**src/logic/strap_consts.vh**
```
/*
 * Constants for the strap latch: pin indices, pull masks, strap
 * defaults, phase codes and the hand-back delay.
 * Assumes the includer uses the 100 MHz core clock.
 */
`ifndef STRAP_CONSTS_VH
`define STRAP_CONSTS_VH

// Pin indices into the seven-bit strap vectors
`define PIN_BOOT_MEMORY_SELECT  0
`define PIN_BUS_MASTER_OUT      1
`define PIN_TIMER_EXPIRED       2
`define PIN_BUS_LOCK            3
`define PIN_LINK1_COMPARE       4
`define PIN_LINK2_COMPARE       5
`define PIN_LINK3_COMPARE       6
`define STRAP_PIN_COUNT         7

// Levels the internal pulls give with nothing overdriving the pins
`define STRAP_DEFAULTS          7'h70

// Pull selection while the device reset pin is low
`define RESET_PULL_DOWN_MASK    7'h0F
`define RESET_PULL_UP_MASK      7'h70
// Pull selection in normal operation
`define NORMAL_PULL_UP_MASK     7'h09
// Pins whose pulls exist only on the processor with identity zero
`define ID_ZERO_ONLY_MASK       7'h09
// Pins always driven in normal operation
`define NORMAL_DRIVEN_MASK      7'h76
// Test-mode straps
`define TEST_STRAP_MASK         7'h70

`define PROCESSOR_ID_WIDTH      3
`define PROCESSOR_ID_PRIMARY    3'h0

// Phases of the pin hand-back
`define PHASE_RESET             2'h0
`define PHASE_HANDOVER          2'h1
`define PHASE_NORMAL            2'h2

// Delay from capture to handing pins back to normal function
`define CLK_PERIOD_NS           10
`define HANDOVER_NS             40
`define HANDOVER_CYCLES         ((`HANDOVER_NS + `CLK_PERIOD_NS - 1) / `CLK_PERIOD_NS)
`define HANDOVER_COUNT_WIDTH    4

`endif

```
**src/logic/pin_synchronizer.v**
```verilog
/*
 * Two-flop synchroniser for a vector of asynchronous pin levels.
 * Assumes each bit is an independent level; no coherence across bits.
 */
`timescale 1ns/1ps
`default_nettype none

module pin_synchronizer #(
    parameter WIDTH = 1
) (
    // Clock and reset
    input  wire             clk,
    input  wire             srst,
    // Async levels in, synchronised levels out
    input  wire [WIDTH-1:0] async_in,
    input  wire [WIDTH-1:0] reset_value,
    output wire [WIDTH-1:0] sync_out
);

    reg [WIDTH-1:0] meta;
    reg [WIDTH-1:0] stable;

    genvar i;
    generate
        for (i = 0; i < WIDTH; i = i + 1) begin : g_bit
            // First stage feeds only the second
            always @(posedge clk) begin
                if (srst) begin
                    meta[i]   <= reset_value[i];
                    stable[i] <= reset_value[i];
                end else begin
                    meta[i]   <= async_in[i];
                    stable[i] <= meta[i];
                end
            end
        end
    endgenerate

    assign sync_out = stable;

endmodule

`default_nettype wire

```
**src/logic/reset_strap_latch.v**
```verilog
/*
 * Strap latch: samples the multiplexed strap pins on the release of the
 * device reset pin, holds the settings, selects each pin's internal
 * pulls and hands the pins back to their normal functions.
 * Assumes the core logic drives func_out/func_oe on clk, and that the
 * pad ring resolves pin level from out/oe and the pull enables.
 */
//
// Contract
// - Every strap pin level is captured on the rising edge of the device reset pin and held.
// - Shortly after reset release the pins go back to their normal functions.
// - With no external load the internal pulls give the default level, on boot-select and bus-lock only for identity zero.
// - Boot strap 0 boots from external memory at once, 1 idles waiting for an outside master.
// - Interrupt strap 0 leaves the four interrupts disabled and edge-sensitive, 1 enables level mode.
// - Link width strap 0 gives a 1-bit default input width, 1 gives 4-bit.
// - Write policy 0 allows one write per config register after reset, 1 allows any number.
// - Pulls follow the reset pin: strap pulls in reset, then driven pins or pull-ups after.
// - Boot-select and bus-lock pulls are on only for the processor with identity zero.
`timescale 1ns/1ps
`default_nettype none
`include "strap_consts.vh"

module reset_strap_latch #(
    parameter HANDOVER_CYCLES = `HANDOVER_CYCLES
) (
    // Clock and block reset
    input  wire       clk,
    input  wire       srst,
    // Device reset pin and identity pins (asynchronous)
    input  wire       rst_in_n,
    input  wire [2:0] processor_id,
    // Strap pins: pad level in, drive and enable out
    input  wire [6:0] strap_pin_in,
    output reg  [6:0] strap_pin_out,
    output reg  [6:0] strap_pin_oe,
    output reg  [6:0] pull_up_en,
    output reg  [6:0] pull_down_en,
    // Normal-function drive from the core
    input  wire [6:0] func_out,
    input  wire [6:0] func_oe,
    // Captured straps
    output reg        boot_source_strap,
    output reg        interrupt_enable_strap,
    output reg        link_width_strap,
    output reg        config_write_policy_strap,
    output reg        test_strap_one,
    output reg        test_strap_two,
    output reg        test_strap_three,
    // Decoded settings
    output reg        boot_from_external_memory,
    output reg        wait_for_external_boot,
    output reg        external_interrupt_inputs_enable,
    output reg        external_interrupt_inputs_level,
    output reg        link_input_width_4bit,
    output reg        test_strap_fault,
    output reg        pins_normal,
    // Config register write gating
    input  wire       system_config_register_wr,
    input  wire       memory_controller_config_register_wr,
    output reg        system_config_register_wr_ok,
    output reg        memory_controller_config_register_wr_ok
);

    ////////////////////////////////////////////////////////////////////////////
    // Synchronise pins

    wire [10:0] sync_in;
    wire [10:0] sync_out;
    wire        rst_pin_sync;
    wire [6:0]  strap_sync;
    wire [2:0]  id_sync;

    assign sync_in = {rst_in_n, processor_id, strap_pin_in};

    // Reset pin held low and straps at defaults through block reset
    pin_synchronizer #(
        .WIDTH       (11)
    ) u_sync (
        .clk         (clk),
        .srst        (srst),
        .async_in    (sync_in),
        .reset_value ({1'h0, 3'h0, `STRAP_DEFAULTS}),
        .sync_out    (sync_out)
    );

    assign strap_sync   = sync_out[6:0];
    assign id_sync      = sync_out[9:7];
    assign rst_pin_sync = sync_out[10];

    ////////////////////////////////////////////////////////////////////////////
    // Phase machine

    reg [1:0]                       phase;
    reg [1:0]                       next_phase;
    reg [`HANDOVER_COUNT_WIDTH-1:0] handover_count;
    reg [`HANDOVER_COUNT_WIDTH-1:0] next_handover_count;
    reg [6:0]                       captured;
    reg [6:0]                       next_captured;
    wire                            capture_now;
    wire                            id_primary;

    // Full-width count end, cut to the counter width on purpose
    localparam integer                     HANDOVER_LAST_FULL = HANDOVER_CYCLES - 1;
    localparam [`HANDOVER_COUNT_WIDTH-1:0] HANDOVER_LAST      =
        HANDOVER_LAST_FULL[`HANDOVER_COUNT_WIDTH-1:0];

    // Rising edge of the reset pin seen as leaving the reset phase
    assign capture_now = (phase == `PHASE_RESET) && rst_pin_sync;
    assign id_primary  = (id_sync == `PROCESSOR_ID_PRIMARY);

    always @* begin
        next_phase          = phase;
        next_handover_count = handover_count;
        next_captured       = captured;
        case (phase)
            `PHASE_RESET: begin
                if (rst_pin_sync) begin
                    next_captured       = strap_sync;
                    next_handover_count = {`HANDOVER_COUNT_WIDTH{1'b0}};
                    next_phase          = `PHASE_HANDOVER;
                end
            end
            `PHASE_HANDOVER: begin
                if (handover_count == HANDOVER_LAST) begin
                    next_phase = `PHASE_NORMAL;
                end else begin
                    next_handover_count = handover_count + 1'b1;
                end
            end
            `PHASE_NORMAL: begin
                next_phase = `PHASE_NORMAL;
            end
            default: begin
                next_phase = `PHASE_RESET;
            end
        endcase
        // A fresh reset always wins; captured values are held meanwhile
        if (!rst_pin_sync) begin
            next_phase = `PHASE_RESET;
        end
    end

    always @(posedge clk) begin
        if (srst) begin
            phase          <= `PHASE_RESET;
            handover_count <= {`HANDOVER_COUNT_WIDTH{1'b0}};
            captured       <= `STRAP_DEFAULTS;
        end else begin
            phase          <= next_phase;
            handover_count <= next_handover_count;
            captured       <= next_captured;
        end
    end

    ////////////////////////////////////////////////////////////////////////////
    // Pad control

    reg [6:0] next_pin_out;
    reg [6:0] next_pin_oe;
    reg [6:0] next_pull_up;
    reg [6:0] next_pull_down;
    reg [6:0] id_gate;

    always @* begin
        // Identity-zero pulls vanish on other processors
        id_gate = id_primary ? 7'h7F : ~`ID_ZERO_ONLY_MASK;
        if (next_phase == `PHASE_NORMAL) begin
            next_pin_out   = func_out;
            next_pin_oe    = `NORMAL_DRIVEN_MASK | (func_oe & ~`NORMAL_DRIVEN_MASK);
            next_pull_up   = `NORMAL_PULL_UP_MASK & id_gate;
            next_pull_down = 7'h00;
        end else begin
            // Pins float onto the pulls left by id_gate, so the default is sampled where a pull remains
            next_pin_out   = 7'h00;
            next_pin_oe    = 7'h00;
            next_pull_up   = `RESET_PULL_UP_MASK & id_gate;
            next_pull_down = `RESET_PULL_DOWN_MASK & id_gate;
        end
    end

    always @(posedge clk) begin
        if (srst) begin
            strap_pin_out <= 7'h00;
            strap_pin_oe  <= 7'h00;
            pull_up_en    <= 7'h00;
            pull_down_en  <= 7'h00;
            pins_normal   <= 1'b0;
        end else begin
            strap_pin_out <= next_pin_out;
            strap_pin_oe  <= next_pin_oe;
            pull_up_en    <= next_pull_up;
            pull_down_en  <= next_pull_down;
            pins_normal   <= (next_phase == `PHASE_NORMAL);
        end
    end

    ////////////////////////////////////////////////////////////////////////////
    // Settings

    always @(posedge clk) begin
        if (srst) begin
            boot_source_strap                <= 1'b0;
            interrupt_enable_strap           <= 1'b0;
            link_width_strap                 <= 1'b0;
            config_write_policy_strap        <= 1'b0;
            test_strap_one                   <= 1'b1;
            test_strap_two                   <= 1'b1;
            test_strap_three                 <= 1'b1;
            boot_from_external_memory        <= 1'b1;
            wait_for_external_boot           <= 1'b0;
            external_interrupt_inputs_enable <= 1'b0;
            external_interrupt_inputs_level  <= 1'b0;
            link_input_width_4bit            <= 1'b0;
            test_strap_fault                 <= 1'b0;
        end else begin
            boot_source_strap                <= next_captured[`PIN_BOOT_MEMORY_SELECT];
            interrupt_enable_strap           <= next_captured[`PIN_BUS_MASTER_OUT];
            link_width_strap                 <= next_captured[`PIN_TIMER_EXPIRED];
            config_write_policy_strap        <= next_captured[`PIN_BUS_LOCK];
            test_strap_one                   <= next_captured[`PIN_LINK1_COMPARE];
            test_strap_two                   <= next_captured[`PIN_LINK2_COMPARE];
            test_strap_three                 <= next_captured[`PIN_LINK3_COMPARE];
            boot_from_external_memory        <= ~next_captured[`PIN_BOOT_MEMORY_SELECT];
            wait_for_external_boot           <= next_captured[`PIN_BOOT_MEMORY_SELECT];
            external_interrupt_inputs_enable <= next_captured[`PIN_BUS_MASTER_OUT];
            external_interrupt_inputs_level  <= next_captured[`PIN_BUS_MASTER_OUT];
            link_input_width_4bit            <= next_captured[`PIN_TIMER_EXPIRED];
            // Flags a board that overdrove a test strap
            test_strap_fault <= ((next_captured & `TEST_STRAP_MASK) != `TEST_STRAP_MASK);
        end
    end

    ////////////////////////////////////////////////////////////////////////////
    // Config register write gating

    reg  sys_written;
    reg  mem_written;
    wire writes_open;
    wire sys_ok;
    wire mem_ok;

    // No writes while the pins are still in strap mode
    assign writes_open = (phase == `PHASE_NORMAL) && (next_phase == `PHASE_NORMAL);
    assign sys_ok = writes_open && system_config_register_wr &&
                    (captured[`PIN_BUS_LOCK] || !sys_written);
    assign mem_ok = writes_open && memory_controller_config_register_wr &&
                    (captured[`PIN_BUS_LOCK] || !mem_written);

    always @(posedge clk) begin
        if (srst) begin
            sys_written                             <= 1'b0;
            mem_written                             <= 1'b0;
            system_config_register_wr_ok            <= 1'b0;
            memory_controller_config_register_wr_ok <= 1'b0;
        end else begin
            // Each new capture reopens the one-time write
            if (capture_now) begin
                sys_written <= 1'b0;
                mem_written <= 1'b0;
            end else begin
                sys_written <= sys_written | sys_ok;
                mem_written <= mem_written | mem_ok;
            end
            system_config_register_wr_ok            <= sys_ok;
            memory_controller_config_register_wr_ok <= mem_ok;
        end
    end

endmodule

`default_nettype wire

```
**config.mk**
```make
export PLATFORM = sky130hd
export DESIGN_NAME = reset_strap_latch
export DESIGN_NICKNAME = d
export VERILOG_FILES = /design/src/logic/pin_synchronizer.v /design/src/logic/reset_strap_latch.v
export VERILOG_INCLUDE_DIRS = /design/src /design/src/logic
export SDC_FILE = /design/constraint.sdc
export NUM_CORES = 1
export LEC_CHECK = 0
export ABC_CLOCK_PERIOD_IN_PS = 2100
export BUFFER_PORTS_ARGS = -buffer_cell sky130_fd_sc_hd__buf_4
export CORE_ASPECT_RATIO = 1.5
export CORE_MARGIN = 10
export CORE_UTILIZATION = 50
export DETAILED_ROUTE_END_ITERATION = 16
export PLACE_DENSITY = 0.8
export SLEW_MARGIN = 40
export SYNTH_ARGS = -nofsm -noshare
export SYNTH_HDL_FRONTEND = slang
export SYNTH_HIERARCHICAL = 1
export SYNTH_SLANG_ARGS = --single-unit
```
**constraint.sdc**
```tcl
create_clock -name clk -period 2.1 [get_ports clk]
set_input_delay 0.105 -clock clk [delete_from_list [all_inputs] [get_ports clk]]
set_output_delay 0.105 -clock clk [all_outputs]
set_load 0.005 [all_outputs]
```
# Yosys cells after proc, flatten, opt, wreduce, memory -nomap -nowiden
# Cells that the tools add are included.
# op_classes
addsub	1
n_eq_ne	7
n_mux	10
bitwise	4
n_reduce_logical	17
# op_table
op	count
2-to-1 mux 7 bit	3
2-to-1 mux 4 bit	3
case mux 4 bit (2 select lines)	1
logical AND 1 bit	6
case mux 2 bit (3 select lines)	1
OR reduction 2 bit	3
adder 4 x 1 -> 4 bit (second input constant)	1
== test 2 bit (second input constant)	2
== test 4 x 2 -> 1 bit (second input constant)	1
2-to-1 mux 2 bit	2
zero test 3 bit	1
!= test 3 bit (second input constant)	1
AND reduction 3 bit	1
== test 2 x 1 -> 1 bit (second input constant)	1
zero test 1 bit	2
zero test 2 bit	1
logical OR 1 bit	2
!= test 2 x 1 -> 1 bit (second input constant)	1
!= test 2 bit (second input constant)	1
inverter 1 bit	2
bitwise OR 1 bit	2
nonzero test 2 bit	1
# totals
regBits	77
out_inout_bits	44

# Depth between registers and ports, before layout
# logic_depth
word_depth	9
mapped_depth	5

# By module
# The synthesis kept the hierarchy.
# by_module_without_submodules
module	instances	cells_per_inst	area_each_um2	seq_area_each_um2
reset_strap_latch	1	129	1371.3	640.6
pin_synchronizer	1	46	710.7	440.4

# Worst setup path after synthesis
# OpenSTA, ideal clock, no wires.
# synth_path
kind	reg2reg
start	register handover_count[0]
end	register pull_up_en[0]
arrival_time_ns	1.276
required_time_ns	2.012
path_slack_ns	0.737
path_stages_with_launch	6
synth_period_minus_slack_ns	1.363
cell_sequence	dfxtp_1 > ha_1 > nor3b_4 > a41oi_4 > buf_6 > nor4_4
# synth_via
elab_chain_len	7
# synth_rtl
item	line_no	text
from (decl)	reset_strap_latch.v:95	reg [`HANDOVER_COUNT_WIDTH-1:0] handover_count;
from (signal assigned)	reset_strap_latch.v:146	handover_count <= {`HANDOVER_COUNT_WIDTH{1'b0}};
from (signal assigned)	reset_strap_latch.v:150	handover_count <= next_handover_count;
== test 4 x 2 -> 1 bit	reset_strap_latch.v:124	if (handover_count == HANDOVER_LAST) begin
2-to-1 mux 2 bit	reset_strap_latch.v:124	
case mux 2 bit (3 select lines)	reset_strap_latch.v:115	case (phase)
2-to-1 mux 2 bit	reset_strap_latch.v:138	if (!rst_pin_sync) begin
== test 2 bit (no source line)	--	
inverter 1 bit (no source line)	--	
OR reduction 2 bit (no source line)	--	
to (signal assigned)	reset_strap_latch.v:191	pull_up_en <= next_pull_up;
to (decl)	reset_strap_latch.v:36	output reg [6:0] pull_up_en,
# No other way between the ends.
# A chain may end at the register's enable or synchronous reset.

# Final worst setup path
# Ends and elaborated chain as after synthesis.

==> results_dict.tcl <==
set metrics [dict create \
    cts-resized-gates 0 \
    layout_min_cycle_time_ns 1.61 \
    die_area_mm2 0.00720 \
    grt_pass1_wl_um 6080 \
    dieHeight_um 99.0 \
    crit_arrival_ns 1.83 \
    grt_pass1_vias 1351 \
    synth.avg_cell_area_um2 11.9 \
    grt_overflow 0 \
    grtUsageTotal 0.104 \
    cap_viol_max_count 0 \
    io_pins 73 \
    htreeDepth 2 \
    ant_nets 0 \
    start_util 0.521 \
    firstDrtPassIters 4 \
    finClkSkew_ns 0.00370 \
    critPathMaxStageDelay_ns 0.40 \
    placed_area_mm2 0.00250 \
    holdBufCountCts 0 \
    cts.path.max_buffers 2 \
    antenna_found_initial 0 \
    slew_viol_final 0 \
    cp_data_required_time_ns 2.32 \
    crit_fanout 12 \
    setup_viol 0 \
    ys_ff_latch 54 \
    r2r_cells 4 \
    synth_top_area_frac 0.519 \
    die_x_um 72.7 \
    r2r_slack_ns 0.49 \
    nNetsFinal 274 \
    hold_class "in2reg" \
    wire_per_inst_um 13.4 \
    end_kind "flip-flop" \
    power_density_mw_per_mm2 737 \
    dpl.hpwl_um 3010 \
    yosysSeqAreaShare 0.519 \
    status "finished clean" \
    drtIter0Drc 46 \
    cts_root_buffer "clkbuf_8" \
    synth_edf_count 0 \
    coreArea_mm2 0.00399 \
    synth_flop_cell "dfxtp_1" \
    yosysMostFrequentCell "dfxtp_1" \
    grt_max_degree 37 \
    relSlewSlack 0.632 \
    yosysWarnings 6 \
    tritoncts "yes" \
    tightest_slew_ns 0.550 \
    timing_hold_violations_final 0 \
    synth_cell_types 38 \
    finalInstanceArea_mm2 0.00259 \
    gp_congestion 0.792 \
    cp_top_family "simple AND/OR/NAND/NOR gates" \
    antenna_cells 0 \
    io_buffers 62 \
    worstSkewPairLatency_ns 0.30 \
    synthCells 175 \
    fmax_mhz 621 \
    crit_cells 4 \
    critical_path_class "reg2reg" \
    vdd_drop_max_v 0.000684 \
    synth.area.top_cells "dfxtp_1 (52%), mux2_2 (12%), buf_4 (8.3%), mux2i_1 (3.4%), nor2b_2 (3.4%)" \
    p_leak_nw 1.19 \
    fin_crit_sh 0.766 \
    critPathLaunchType "flip-flop" \
    vias_per_cell 4.74 \
    via_count 1376 \
    hold_depth 2 \
    critical_path_buf_inv_count 0 \
    synth_top_cell_by_area "dfxtp_1" \
    syn2layout_area_growth_pct 24.6 \
    drc_errors 0 \
    cts_buffers 5 \
    setup_tns_ns 0 \
    drive_above_1_share 0.445 \
    async_reset_ff_frac 0 \
    cts.sinks 54 \
    syn-cell-area_mm2 0.00208 \
    rows 28 \
    cts_setup_buffers 0 \
    routed_wl_um 3880 \
    critPathSlowestCell "nor3b_4" \
    rsz0062_at_grt "false" \
    synth_common_cells "dfxtp_1 (54), buf_4 (23), mux2_2 (22), nor2b_2 (8), mux2i_1 (7)" \
    clk_pin_slew_ns 0.09 \
    path_cells "ha_1 > nor3b_4 > a41oi_4 > nor4_4" \
]
==> flip-flops by register name (all words and copies together) (netlist names), 2 cells and up <==
| signal | flops |
|---|---|
| pull_down_en | 2 |
| captured | 7 |
| phase | 2 |
| strap_pin_oe | 3 |
| strap_pin_out | 7 |
| handover_count | 4 |
| u_sync/sync_out | 11 |
| u_sync/meta | 11 |
==> metrics by stage <==
| stage | total power, mW | setup WS, ns | instances | utilization | hold WS, ns |
|---|---|---|---|---|---|
| 6_report | 1.91 | 0.491 | 290 | 0.649 | 0.00731 |
| 5_1_grt | 1.99 | 0.376 | 290 | 0.649 | 0.0141 |
| 4_1_cts | 1.93 | 0.482 | 290 | 0.649 | 0.00402 |
| 3_5_place_dp | 1.36 | 0.500 | 282 | 0.627 | 0.321 |
| 3_3_place_gp | 1.35 | 0.530 | 282 | 0.627 | 0.315 |
| 2_1_floorplan | 1.28 | 0.737 | 200 | - | 0.195 |
==> cell type report <==
cell class,instances,area [um^2]
repair buffers,64,480
inverters,6,22.5
fillers,341,1400
flip-flops and latches,54,1080
multi-input cells,113,862
well taps,45,56.3
clock inverters,1,5.00
clock buffers,7,86.3
==> cells by family after synthesis <==
family / share of synthesized area
flip-flops: 0.519
multiplexers: 0.153
adder cells (fa/ha/maj): 0.00601
AO/OA/AOI/OAI: 0.0691
AND/OR/NAND/NOR: 0.138
other: 0.00361
buffers and inverters: 0.112
==> power breakdown <==
group          switching, mW  internal, mW  leakage (nW)  total [mW]
Combinational         0.0813         0.130         0.692       0.212
Sequential            0.0374          1.08         0.446        1.12
Clock                  0.312         0.266        0.0482       0.578
Total                  0.431          1.48          1.19        1.91
==> path summary, 6_finish.rpt <==
| kind | start | endpoint |
|---|---|---|
| setup reg to reg | handover_count[0] | pull_up_en[0] |
| hold reg to reg | u_sync/meta[9] | u_sync/sync_out[9] |
| hold / removal | func_oe[0] | strap_pin_oe[0] |
| setup / recovery | handover_count[0] | pull_up_en[0] |
==> per-layer routing <==
metal,track usage,part of all wire,vias up
met4,0.0587,0.027,0
met3,0.0402,0.085,8
met5,0,0,-
met2,0.177,0.52,44
met1,0.104,0.37,635
li1,-,-,689
==> worst register-to-register path: cells and delay by family, from the launching register on <==
family	cells	cell delay [ns]
fa+ha+maj	1	0.20
compound gates	1	0.33
flops	1	0.38
simple gates	2	0.62
==> placed cells by master, fill, tap and decap left out, types with 2 or more instances in the layout <==
| cell type | count |
|---|---|
| o21ai_0 | 2 |
| o41ai_1 | 2 |
| nor3_1 | 2 |
| and3_1 | 2 |
| nor2b_1 | 4 |
| inv_2 | 2 |
| conb_1 | 27 |
| a21oi_1 | 4 |
| nand2b_1 | 2 |
| nor2b_2 | 8 |
| nor2_1 | 5 |
| nand2_1 | 3 |
| buf_4 | 64 |
| mux2i_1 | 7 |
| o2111ai_1 | 2 |
| dfxtp_1 | 54 |
| clkbuf_8 | 6 |
| nand3_1 | 2 |
| inv_1 | 4 |
| a31oi_1 | 3 |
| mux2_2 | 22 |
(Power assumes the default switching activity.)
